==> src/common/sfe_pkg.sv <==
package sfe_pkg;
	localparam int LANES = 4;
	localparam int EXC_W = 6;
	// exception bit positions
	localparam int EX_INV = 0;
	localparam int EX_DEN = 1;
	localparam int EX_DIV = 2;
	localparam int EX_OVF = 3;
	localparam int EX_UNF = 4;
	localparam int EX_INX = 5;
	localparam logic [EXC_W-1:0] PRE_SET  = 6'h07;
	localparam logic [EXC_W-1:0] POST_SET = 6'h38;
	// control/status word layout
	localparam int CS_FLAG_LSB = 0;
	localparam int CS_DAZ      = 6;
	localparam int CS_MASK_LSB = 7;
	localparam int CS_FTZ      = 13;
	localparam logic [EXC_W-1:0] MASK_RST = 6'h3F;
	// register byte offsets
	localparam logic [7:0] OFS_CS      = 8'h00;
	localparam logic [7:0] OFS_IRQ_ST  = 8'h04;
	localparam logic [7:0] OFS_IRQ_MSK = 8'h08;
	localparam logic [7:0] OFS_TRAP    = 8'h0C;
	// interrupt status bits
	localparam int IRQ_W     = 2;
	localparam int IRQ_TRAP  = 0;
	localparam int IRQ_MASKD = 1;
	localparam logic [7:0] TRAP_VECTOR = 8'h13;

	typedef struct packed {
		logic                           valid;
		logic                           intGate;
		logic [LANES-1:0]               laneEn;
		logic [LANES-1:0][EXC_W-1:0]    laneExc;
	} sfe_op_t;

	typedef struct packed {
		logic             valid;
		logic [7:0]       vector;
		logic [EXC_W-1:0] cause;
		logic             clearIf;
		logic             wbEn;
	} sfe_trap_t;

	typedef struct packed {
		logic ftz;
		logic daz;
	} sfe_mode_t;
endpackage

==> src/rtl/sfe_exc_unit.sv <==
// Functional notes
// - an unmasked vector exception traps at the very instruction raising it.
// - a sticky flag already set with its mask clear never causes a trap.
// - exceptions are never deferred to a later floating-point instruction.
// - on an unmasked overflow/underflow/inexact trap the result is not written.
// - packed flags are the OR of the enabled lanes' flags, with no lane recorded.
// - unmasked exceptions are dispatched through vector 19.
// - with flush-to-zero and denormals-are-zero off, results are standard.
// - each of the six exceptions has its own mask bit for trapping.
// - exceptions are seen correctly with no software synchronisation.
// - delivery through an interrupt gate clears the interrupt enable flag.
// - a masked exception gives the default result, sets its flag, no trap.
// - invalid, divide and denormal are found before, the rest after, the op.
module sfe_exc_unit
	import sfe_pkg::*;
(
	input  wire logic        mclk,
	input  wire logic        rst_b,
	input  wire logic        psel,
	input  wire logic        penable,
	input  wire logic        pwrite,
	input  wire logic [7:0]  paddr,
	input  wire logic [31:0] pwdata,
	output logic      [31:0] prdata,
	output logic             pready,
	output logic             pslverr,
	input  wire sfe_op_t     op,
	output sfe_trap_t        trapOut,
	output sfe_mode_t        modeOut,
	output logic             irq
);
	////////////////////////////////////////////////////////////////////////
	logic [EXC_W-1:0] flags_reg;
	logic [EXC_W-1:0] flags_next;
	logic [EXC_W-1:0] mask_reg;
	logic [EXC_W-1:0] mask_next;
	logic [IRQ_W-1:0] irqSt_reg;
	logic [IRQ_W-1:0] irqSt_next;
	logic [IRQ_W-1:0] irqMsk_reg;
	logic [EXC_W-1:0] lastCause_reg;
	logic [15:0]      trapCnt_reg;
	logic [EXC_W-1:0] merged;
	logic [31:0]      rdMux;

	function automatic logic [31:0] cs_word(input logic [EXC_W-1:0] f,
		input logic [EXC_W-1:0] m, input sfe_mode_t md);
		logic [31:0] w;
		w = '0;
		w[CS_FLAG_LSB +: EXC_W] = f;
		w[CS_MASK_LSB +: EXC_W] = m;
		w[CS_DAZ] = md.daz;
		w[CS_FTZ] = md.ftz;
		return w;
	endfunction

	////////////////////////////////////////////////////////////////////////
	// apb decode
	wire apbAcc  = psel & penable;
	wire hitCs   = (paddr == OFS_CS);
	wire hitIst  = (paddr == OFS_IRQ_ST);
	wire hitImsk = (paddr == OFS_IRQ_MSK);
	wire hitTrap = (paddr == OFS_TRAP);
	wire hitAny  = hitCs | hitIst | hitImsk | hitTrap;
	wire commit  = apbAcc & pready;
	wire wrCs    = commit & pwrite & hitCs;
	wire wrIst   = commit & pwrite & hitIst;
	wire wrImsk  = commit & pwrite & hitImsk;

	assign rdMux = hitCs   ? cs_word(flags_reg, mask_reg, modeOut) :
	               hitIst  ? {{(32-IRQ_W){1'b0}}, irqSt_reg} :
	               hitImsk ? {{(32-IRQ_W){1'b0}}, irqMsk_reg} :
	               hitTrap ? {trapCnt_reg, TRAP_VECTOR, 2'h0, lastCause_reg} :
	               32'h0000_0000;

	always_ff @(posedge mclk)
	begin
		if (!rst_b)
		begin
			pready  <= 1'b0;
			pslverr <= 1'b0;
			prdata  <= 32'h0000_0000;
		end
		else
		begin
			pready  <= apbAcc & ~pready;
			pslverr <= apbAcc & ~pready & ~hitAny;
			prdata  <= (apbAcc & ~pready & ~pwrite) ? rdMux : 32'h0000_0000;
		end
	end

	////////////////////////////////////////////////////////////////////////
	// lane merge and exception classification
	sfe_lane_merge u_merge (
		.laneEn  (op.laneEn),
		.laneExc (op.laneExc),
		.merged  (merged)
	);

	wire [EXC_W-1:0] preExc   = merged & PRE_SET;
	wire [EXC_W-1:0] postExc  = merged & POST_SET;
	// an unmasked pre-computation fault stops the op before it computes
	wire             preFault = |(preExc & ~mask_reg);
	wire [EXC_W-1:0] raised   = op.valid ?
	                            (preFault ? preExc : preExc | postExc) :
	                            '0;
	// only this op's new conditions can trap, never sticky flags
	wire [EXC_W-1:0] unmasked = raised & ~mask_reg;
	wire             takeTrap = |unmasked;
	wire             maskedEv = op.valid & (|raised) & ~takeTrap;

	////////////////////////////////////////////////////////////////////////
	// control/status word; hardware set wins over software write
	assign flags_next = (wrCs ? pwdata[CS_FLAG_LSB +: EXC_W] : flags_reg)
	                    | raised;
	assign mask_next  = wrCs ? pwdata[CS_MASK_LSB +: EXC_W] : mask_reg;

	always_ff @(posedge mclk)
	begin
		if (!rst_b)
		begin
			flags_reg   <= '0;
			mask_reg    <= MASK_RST;
			modeOut.ftz <= 1'b0;
			modeOut.daz <= 1'b0;
		end
		else
		begin
			flags_reg <= flags_next;
			mask_reg  <= mask_next;
			if (wrCs)
			begin
				modeOut.ftz <= pwdata[CS_FTZ];
				modeOut.daz <= pwdata[CS_DAZ];
			end
		end
	end

	////////////////////////////////////////////////////////////////////////
	// trap delivery: registered one cycle after the op, never deferred
	always_ff @(posedge mclk)
	begin
		if (!rst_b)
		begin
			trapOut       <= '0;
			lastCause_reg <= '0;
			trapCnt_reg   <= 16'h0000;
		end
		else
		begin
			trapOut.valid   <= takeTrap;
			trapOut.vector  <= takeTrap ? TRAP_VECTOR : 8'h00;
			trapOut.cause   <= unmasked;
			trapOut.clearIf <= takeTrap & op.intGate;
			trapOut.wbEn    <= op.valid & ~takeTrap;
			if (takeTrap)
			begin
				lastCause_reg <= unmasked;
				trapCnt_reg   <= trapCnt_reg + 16'h0001;
			end
		end
	end

	////////////////////////////////////////////////////////////////////////
	// interrupt status (write one to clear, set wins), mask, level output
	wire [IRQ_W-1:0] irqEv = {maskedEv, takeTrap};
	assign irqSt_next = (irqSt_reg & ~(wrIst ? pwdata[IRQ_W-1:0] : '0))
	                    | irqEv;

	always_ff @(posedge mclk)
	begin
		if (!rst_b)
		begin
			irqSt_reg  <= '0;
			irqMsk_reg <= '0;
			irq        <= 1'b0;
		end
		else
		begin
			irqSt_reg <= irqSt_next;
			if (wrImsk)
			begin
				irqMsk_reg <= pwdata[IRQ_W-1:0];
			end
			irq <= |(irqSt_next & (wrImsk ? pwdata[IRQ_W-1:0] : irqMsk_reg));
		end
	end
endmodule // sfe_exc_unit

==> src/rtl/sfe_lane_merge.sv <==
module sfe_lane_merge
	import sfe_pkg::*;
(
	input  wire logic [LANES-1:0]            laneEn,
	input  wire logic [LANES-1:0][EXC_W-1:0] laneExc,
	output logic      [EXC_W-1:0]            merged
);
	always_comb
	begin
		merged = '0;
		for (int i = 0; i < LANES; i++)
		begin
			if (laneEn[i])
			begin
				merged = merged | laneExc[i];
			end
		end
	end
endmodule // sfe_lane_merge

==> config.mk <==
export PLATFORM = sky130hd
export DESIGN_NAME = sfe_exc_unit
export DESIGN_NICKNAME = d
export VERILOG_FILES = /design/src/common/sfe_pkg.sv /design/src/rtl/sfe_exc_unit.sv /design/src/rtl/sfe_lane_merge.sv
export SDC_FILE = /design/constraint.sdc
export NUM_CORES = 1
export LEC_CHECK = 0
export BUFFER_PORTS_ARGS = -buffer_cell sky130_fd_sc_hd__buf_2
export CAP_MARGIN = 25
export CELL_PAD_IN_SITES_DETAIL_PLACEMENT = 0
export CELL_PAD_IN_SITES_GLOBAL_PLACEMENT = 1
export CORE_MARGIN = 2
export CORE_UTILIZATION = 33
export CTS_BUF_LIST = sky130_fd_sc_hd__clkbuf_4 sky130_fd_sc_hd__clkbuf_8
export DETAILED_ROUTE_END_ITERATION = 8
export GPL_TIMING_DRIVEN = 0
export PLACE_DENSITY_LB_ADDON = 0.1
export SYNTH_ARGS = -nofsm -noshare
export SYNTH_HDL_FRONTEND = slang
export SYNTH_SLANG_ARGS = --single-unit
==> constraint.sdc <==
create_clock -name mclk -period 2 [get_ports mclk]
set_clock_uncertainty 0.05 [all_clocks]
set_input_delay 0.2 -clock mclk [delete_from_list [all_inputs] [get_ports mclk]]
set_output_delay 0.2 -clock mclk [all_outputs]
set_load 0.005 [all_outputs]
==> impl_metrics.json, run 1 <==
{
  "p_per_area_nw_per_um2": 735,
  "ys_ff_latch": 82,
  "critPathLaunchType": "register",
  "finalHoldViolations": 0,
  "synth.avg_cell_area_um2": 9.37,
  "tightestPinTransition_ns": 0.707,
  "drv_slew": 0,
  "grt_pass1_wl_um": 13200,
  "fin_ws_ns": 0.0959,
  "grt_pass1_vias": 2639,
  "slew_headroom": 0.526,
  "routed_wl_um": 8550,
  "grt_use_total": 0.168,
  "postRouteAntennaNets": 0,
  "rr_worst_depth": 6,
  "drv_cap": 0,
  "antenna_cells": 0,
  "async_reset_ff_frac": 0,
  "overflow": 0,
  "start_util": 0.343,
  "num_rows": 35,
  "netlist.area_leader.share": 0.516,
  "pin_count": 129,
  "fin_setup_tns_ns": 0,
  "syn_area_um2": 3180,
  "dr.pass1.iters": 4,
  "yosysSeqAreaShare": 0.516,
  "fp.dieW_um": 102,
  "vdd_drop_max_mv": 0.311,
  "crit_type": "register to register",
  "cts_max_path_buffers": 2,
  "r2r_end": "trapCnt_reg[11]",
  "die_h_um": 102,
  "critPathMaxFanout": 10,
  "synth_top_area_cell": "dfxtp_1",
  "drive_gt1_frac": 0.327,
  "rsz0062_at_grt": "yes",
  "r2r_start": "mask_reg[1]",
  "final_cells": 600,
  "drt_iter0_drc": 115,
  "cp-end-kind": "register",
  "cts-htree-levels": 3,
  "critPathArrivalTime_ns": 2.09,
  "synth_cell_types": 48,
  "r2r_slack_ns": 0.1,
  "dieArea_um2": 10500,
  "mostFrequentLayoutCells": "100 x buf_2, 82 x dfxtp_1, 54 x nand2_1, 22 x nor2_1, 18 x buf_4",
  "ys.flop_type": "dfxtp_1",
  "period_minus_slack_ns": 1.90,
  "grt_start_max_net_pins": 16,
  "whs_ns": 0.0148,
  "synth_edf_count": 0,
  "nets": 542,
  "port_buffers": 100,
  "n_fill_cell": 980,
  "hold_path.class": "primary input to register",
  "core_area_um2": 9280,
  "outcome": "completed",
  "ys_warn_count": 0,
  "timing.fmax_mhz": 525,
  "tritoncts": "yes",
  "viasPerCell": 4.67,
  "placedCellCount": 575,
  "syn_inst": 340,
  "clk_latency_ns": 0.36,
  "cts.sink_count": 82,
  "place_ws_ns": -0.588,
  "wl_per_cell_um": 14.2,
  "antenna_found_initial": 0,
  "clk_pin_slew_ns": 0.09,
  "worstPathRequired_ns": 2.19,
  "largest_register_ffs": 30,
  "leakage_nw": 1.88,
  "dp_hpwl_um": 6320,
  "fin_crit_sh": 0.952,
  "crit_start": "mask_reg[1]",
  "syn2layout_area_growth_pct": 31.0,
  "setup_viol": 0,
  "endpoint": "trapCnt_reg[11]",
  "final_common_cell": "buf_2",
  "route.detailed.drc": 0,
  "power_mw": 3.07,
  "cts-root-buf": "clkbuf_8",
  "gp_congestion": 0.796,
  "cts_buffers": 9,
  "netlist_top_cells_area": "dfxtp_1 52%, nand2_1 6.4%, xnor2_1 3.9%",
  "via_count": 2801
}
-- routing by layer --
layer / global-route usage / vias to the layer above / part of all wire
met5: 0 / - / 0
met3: 0.0308 / 12 / 0.046
met2: 0.252 / 81 / 0.42
met1: 0.240 / 1287 / 0.51
li1: - / 1421 / -
met4: 0.0656 / 0 / 0.015
-- timing repair --
action,4_1_cts,5_1_grt
endpoints found under the setup margin,38,11
gates cloned,0,0
gates resized for setup,5,2
endpoints found under the hold margin,3,0
hold buffers,3,0
pin swaps,2,2
setup buffers,4,2
-- power breakdown --
group / internal (mW) / switching (mW)
sequential: 1.65 / 0.00648
clock: 0.585 / 0.644
combinational: 0.0843 / 0.101
-- through the flow --
step / area [um2] / utilization
after floorplan: 3210 / -
after global placement: 3870 / 0.417
after detailed placement: 3870 / 0.417
after CTS: 4150 / 0.447
after global routing: 4170 / 0.449
final: 4170 / 0.449
-- worst min-delay path by stage --
stage / start / endpoint / cells after the start
floorplan: pwrite / prdata[10] / 1
global placement: pwdata[7] / mask_reg[0] / 3
detailed placement: pwdata[7] / mask_reg[0] / 3
CTS: pwdata[12] / mask_reg[5] / 3
global route: pwdata[11] / mask_reg[4] / 3
finish: pwdata[12] / mask_reg[5] / 3
-- synth_stat cells, types with 10 or more instances --
library cell and number:
a21oi_1 10, nand2_1 54, a211oi_1 10, inv_1 11, xnor2_1 14, buf_4 12
dfxtp_1 82, and2_1 15, a22oi_1 12, nor2_1 22, clkbuf_1 10, nand3_1 10
-- layout make-up --
cell class | instances | area, um2 | share of cell area
Tap cell | 129 | 161 | 0.0387
Timing Repair Buffer | 109 | 576 | 0.138
Sequential cell | 82 | 1640 | 0.393
Clock buffer | 9 | 124 | 0.0297
Clock inverter | 7 | 77.6 | 0.0186
Buffer | 23 | 133 | 0.0318
Inverter | 13 | 48.8 | 0.0117
Multi-Input combinational cell | 228 | 1410 | 0.338
-- kinds of logic (layout without fill, tap and decap cells) --
kind of cell	after synthesis	in the layout	synth area share
AO/OA/AOI/OAI	66	66	0.150
XOR/XNOR	14	14	0.0385
adder cells (fa/ha/maj)	1	1	0.00393
buffers and inverters	36	161	0.0570
flip-flops	82	82	0.516
multiplexers	5	5	0.0200
other	1	7	0.00118
AND/OR/NAND/NOR	135	135	0.214
-- worst max-delay path, cell delays in order, from the launching register on --
cell      delay [ns]
dfxtp_1         0.40
a21oi_2         0.09
nor3_2          0.49
buf_1           0.39
a211oi_1        0.16
xnor2_1         0.16
nor2_1          0.05
No activity file was read; power rests on OpenSTA's default activity.
==> inputs of run 2 (changes only) <==
- CORE_MARGIN: 2 -> default
==> impl_metrics.json, run 2 (synthesis results as in run 1) <==
{
  "pin_count": 129,
  "placedCellCount": 575,
  "hold_path.class": "primary input to register",
  "postRouteAntennaNets": 0,
  "multi_input_area_um2": 1430,
  "drive_gt1_frac": 0.333,
  "setup_viol": 0,
  "fin_setup_tns_ns": 0,
  "overflow": 0,
  "route.detailed.drc": 0,
  "viasPerCell": 4.67,
  "num_rows": 35,
  "critPathArrivalTime_ns": 2.10,
  "worstPathRequired_ns": 2.23,
  "crit_type": "primary input to register",
  "cpPeakStageDelay_ns": 0.56,
  "critPathLaunchType": "primary input",
  "nets": 540,
  "dp_hpwl_um": 6170,
  "gp_congestion": 0.784,
  "seq_area_um2": 1640,
  "cp_slowest_cell": "or4_1",
  "fin_crit_sh": 0.937,
  "outcome": "completed",
  "fp.dieW_um": 100,
  "drv_slew": 0,
  "start_util": 0.343,
  "wl_per_cell_um": 14.1,
  "whs_ns": 0.0182,
  "port_buffers": 100,
  "cts-htree-levels": 3,
  "fin_ws_ns": 0.127,
  "rsz0062_at_grt": "yes",
  "antenna_cells": 0,
  "routed_wl_um": 8420,
  "slew_headroom": 0.516,
  "critPathMaxFanout": 10,
  "cts_buffers": 9,
  "timing.fmax_mhz": 534,
  "mostFrequentLayoutCells": "100 x buf_2, 82 x dfxtp_1, 54 x nand2_1, 21 x nor2_1, 17 x buf_4",
  "clk_latency_ns": 0.35,
  "grt_pass1_vias": 2614,
  "cts-root-buf": "clkbuf_8",
  "crit_chain": "buf_2, or4_1, nor3_4, nand2_1, nor3_4, buf_4, nand2_1, a21oi_1",
  "final_cells": 597,
  "cp-end-kind": "register",
  "period_minus_slack_ns": 1.87,
  "drv_cap": 0,
  "vdd_drop_max_mv": 0.398,
  "syn2layout_area_growth_pct": 31.3,
  "finalHoldViolations": 0,
  "via_count": 2788,
  "place_ws_ns": -0.621,
  "die_h_um": 100,
  "antenna_found_initial": 0,
  "final_common_cell": "buf_2",
  "p_per_area_nw_per_um2": 745,
  "grt_use_total": 0.174,
  "cts.sink_count": 82,
  "drt_iter0_drc": 123,
  "fin_util": 0.450,
  "core_area_um2": 9280,
  "tightestPinTransition_ns": 0.721,
  "clk_pin_slew_ns": 0.08,
  "leakage_nw": 1.89,
  "dr.pass1.iters": 4,
  "dieArea_um2": 10000,
  "largest_register_ffs": 30,
  "tritoncts": "yes",
  "grt_start_max_net_pins": 14,
  "grt_pass1_wl_um": 13200,
  "n_fill_cell": 945,
  "cts_max_path_buffers": 2
}
## run 2: per-layer routing
layer | wire (um) | up-vias | GRT usage
met3 | 480 | 13 | 0.0313
met2 | 3530 | 92 | 0.267
li1 | - | 1419 | -
met1 | 4250 | 1264 | 0.242
met4 | 153 | 0 | 0.0713
met5 | 0 | - | 0
## run 2: timing repair
item | CTS | global route
setup buffers | 1 | 4
pin swaps | 2 | 3
hold buffers | 2 | 0
resized for setup | 5 | 7
endpoints found under the setup margin | 38 | 21
endpoints found under the hold margin | 2 | 0
## run 2: critical path, delay by kind of cell
family | cells | cell delay [ns]
AO/OA/AOI/OAI | 1 | 0.12
AND/OR/NAND/NOR | 5 | 1.43
buffers and inverters | 2 | 0.35
## run 2: layout make-up
class                      instances  area share
clock inverter                     6      0.0198
timing repair buffer             107       0.133
buffer                            23      0.0320
multi-input combinational        228       0.342
inverter                          13      0.0117
clock buffer                       9      0.0296
tap                              129      0.0386
sequential                        82       0.393
## run 2: per-stage QoR
stage / cell area (um2) / power, mW
after floorplan: 3210 / 1.78
after global placement: 3870 / 1.87
after detailed placement: 3870 / 1.87
after CTS: 4120 / 3.15
after global routing: 4180 / 3.23
final: 4180 / 3.11
## run 2: path summary, 6_finish.rpt
| path | start | endpoint | slack (ns) | depth (start not counted) |
|---|---|---|---|---|
| max | paddr[7] | modeOut[1] | 0.13 | 8 |
| min | pwdata[8] | mask_reg[1] | 0.02 | 3 |
| max reg2reg | trapCnt_reg[4] | trapCnt_reg[15] | 0.15 | 6 |
| min reg2reg | mask_reg[3] | trapOut[5] | 0.41 | 1 |
## run 2: power breakdown
part	switching [mW]	leakage [nW]	internal, mW
clock	0.587	0.105	0.689
sequential	0.00650	0.663	1.65
combinational	0.102	1.12	0.0841
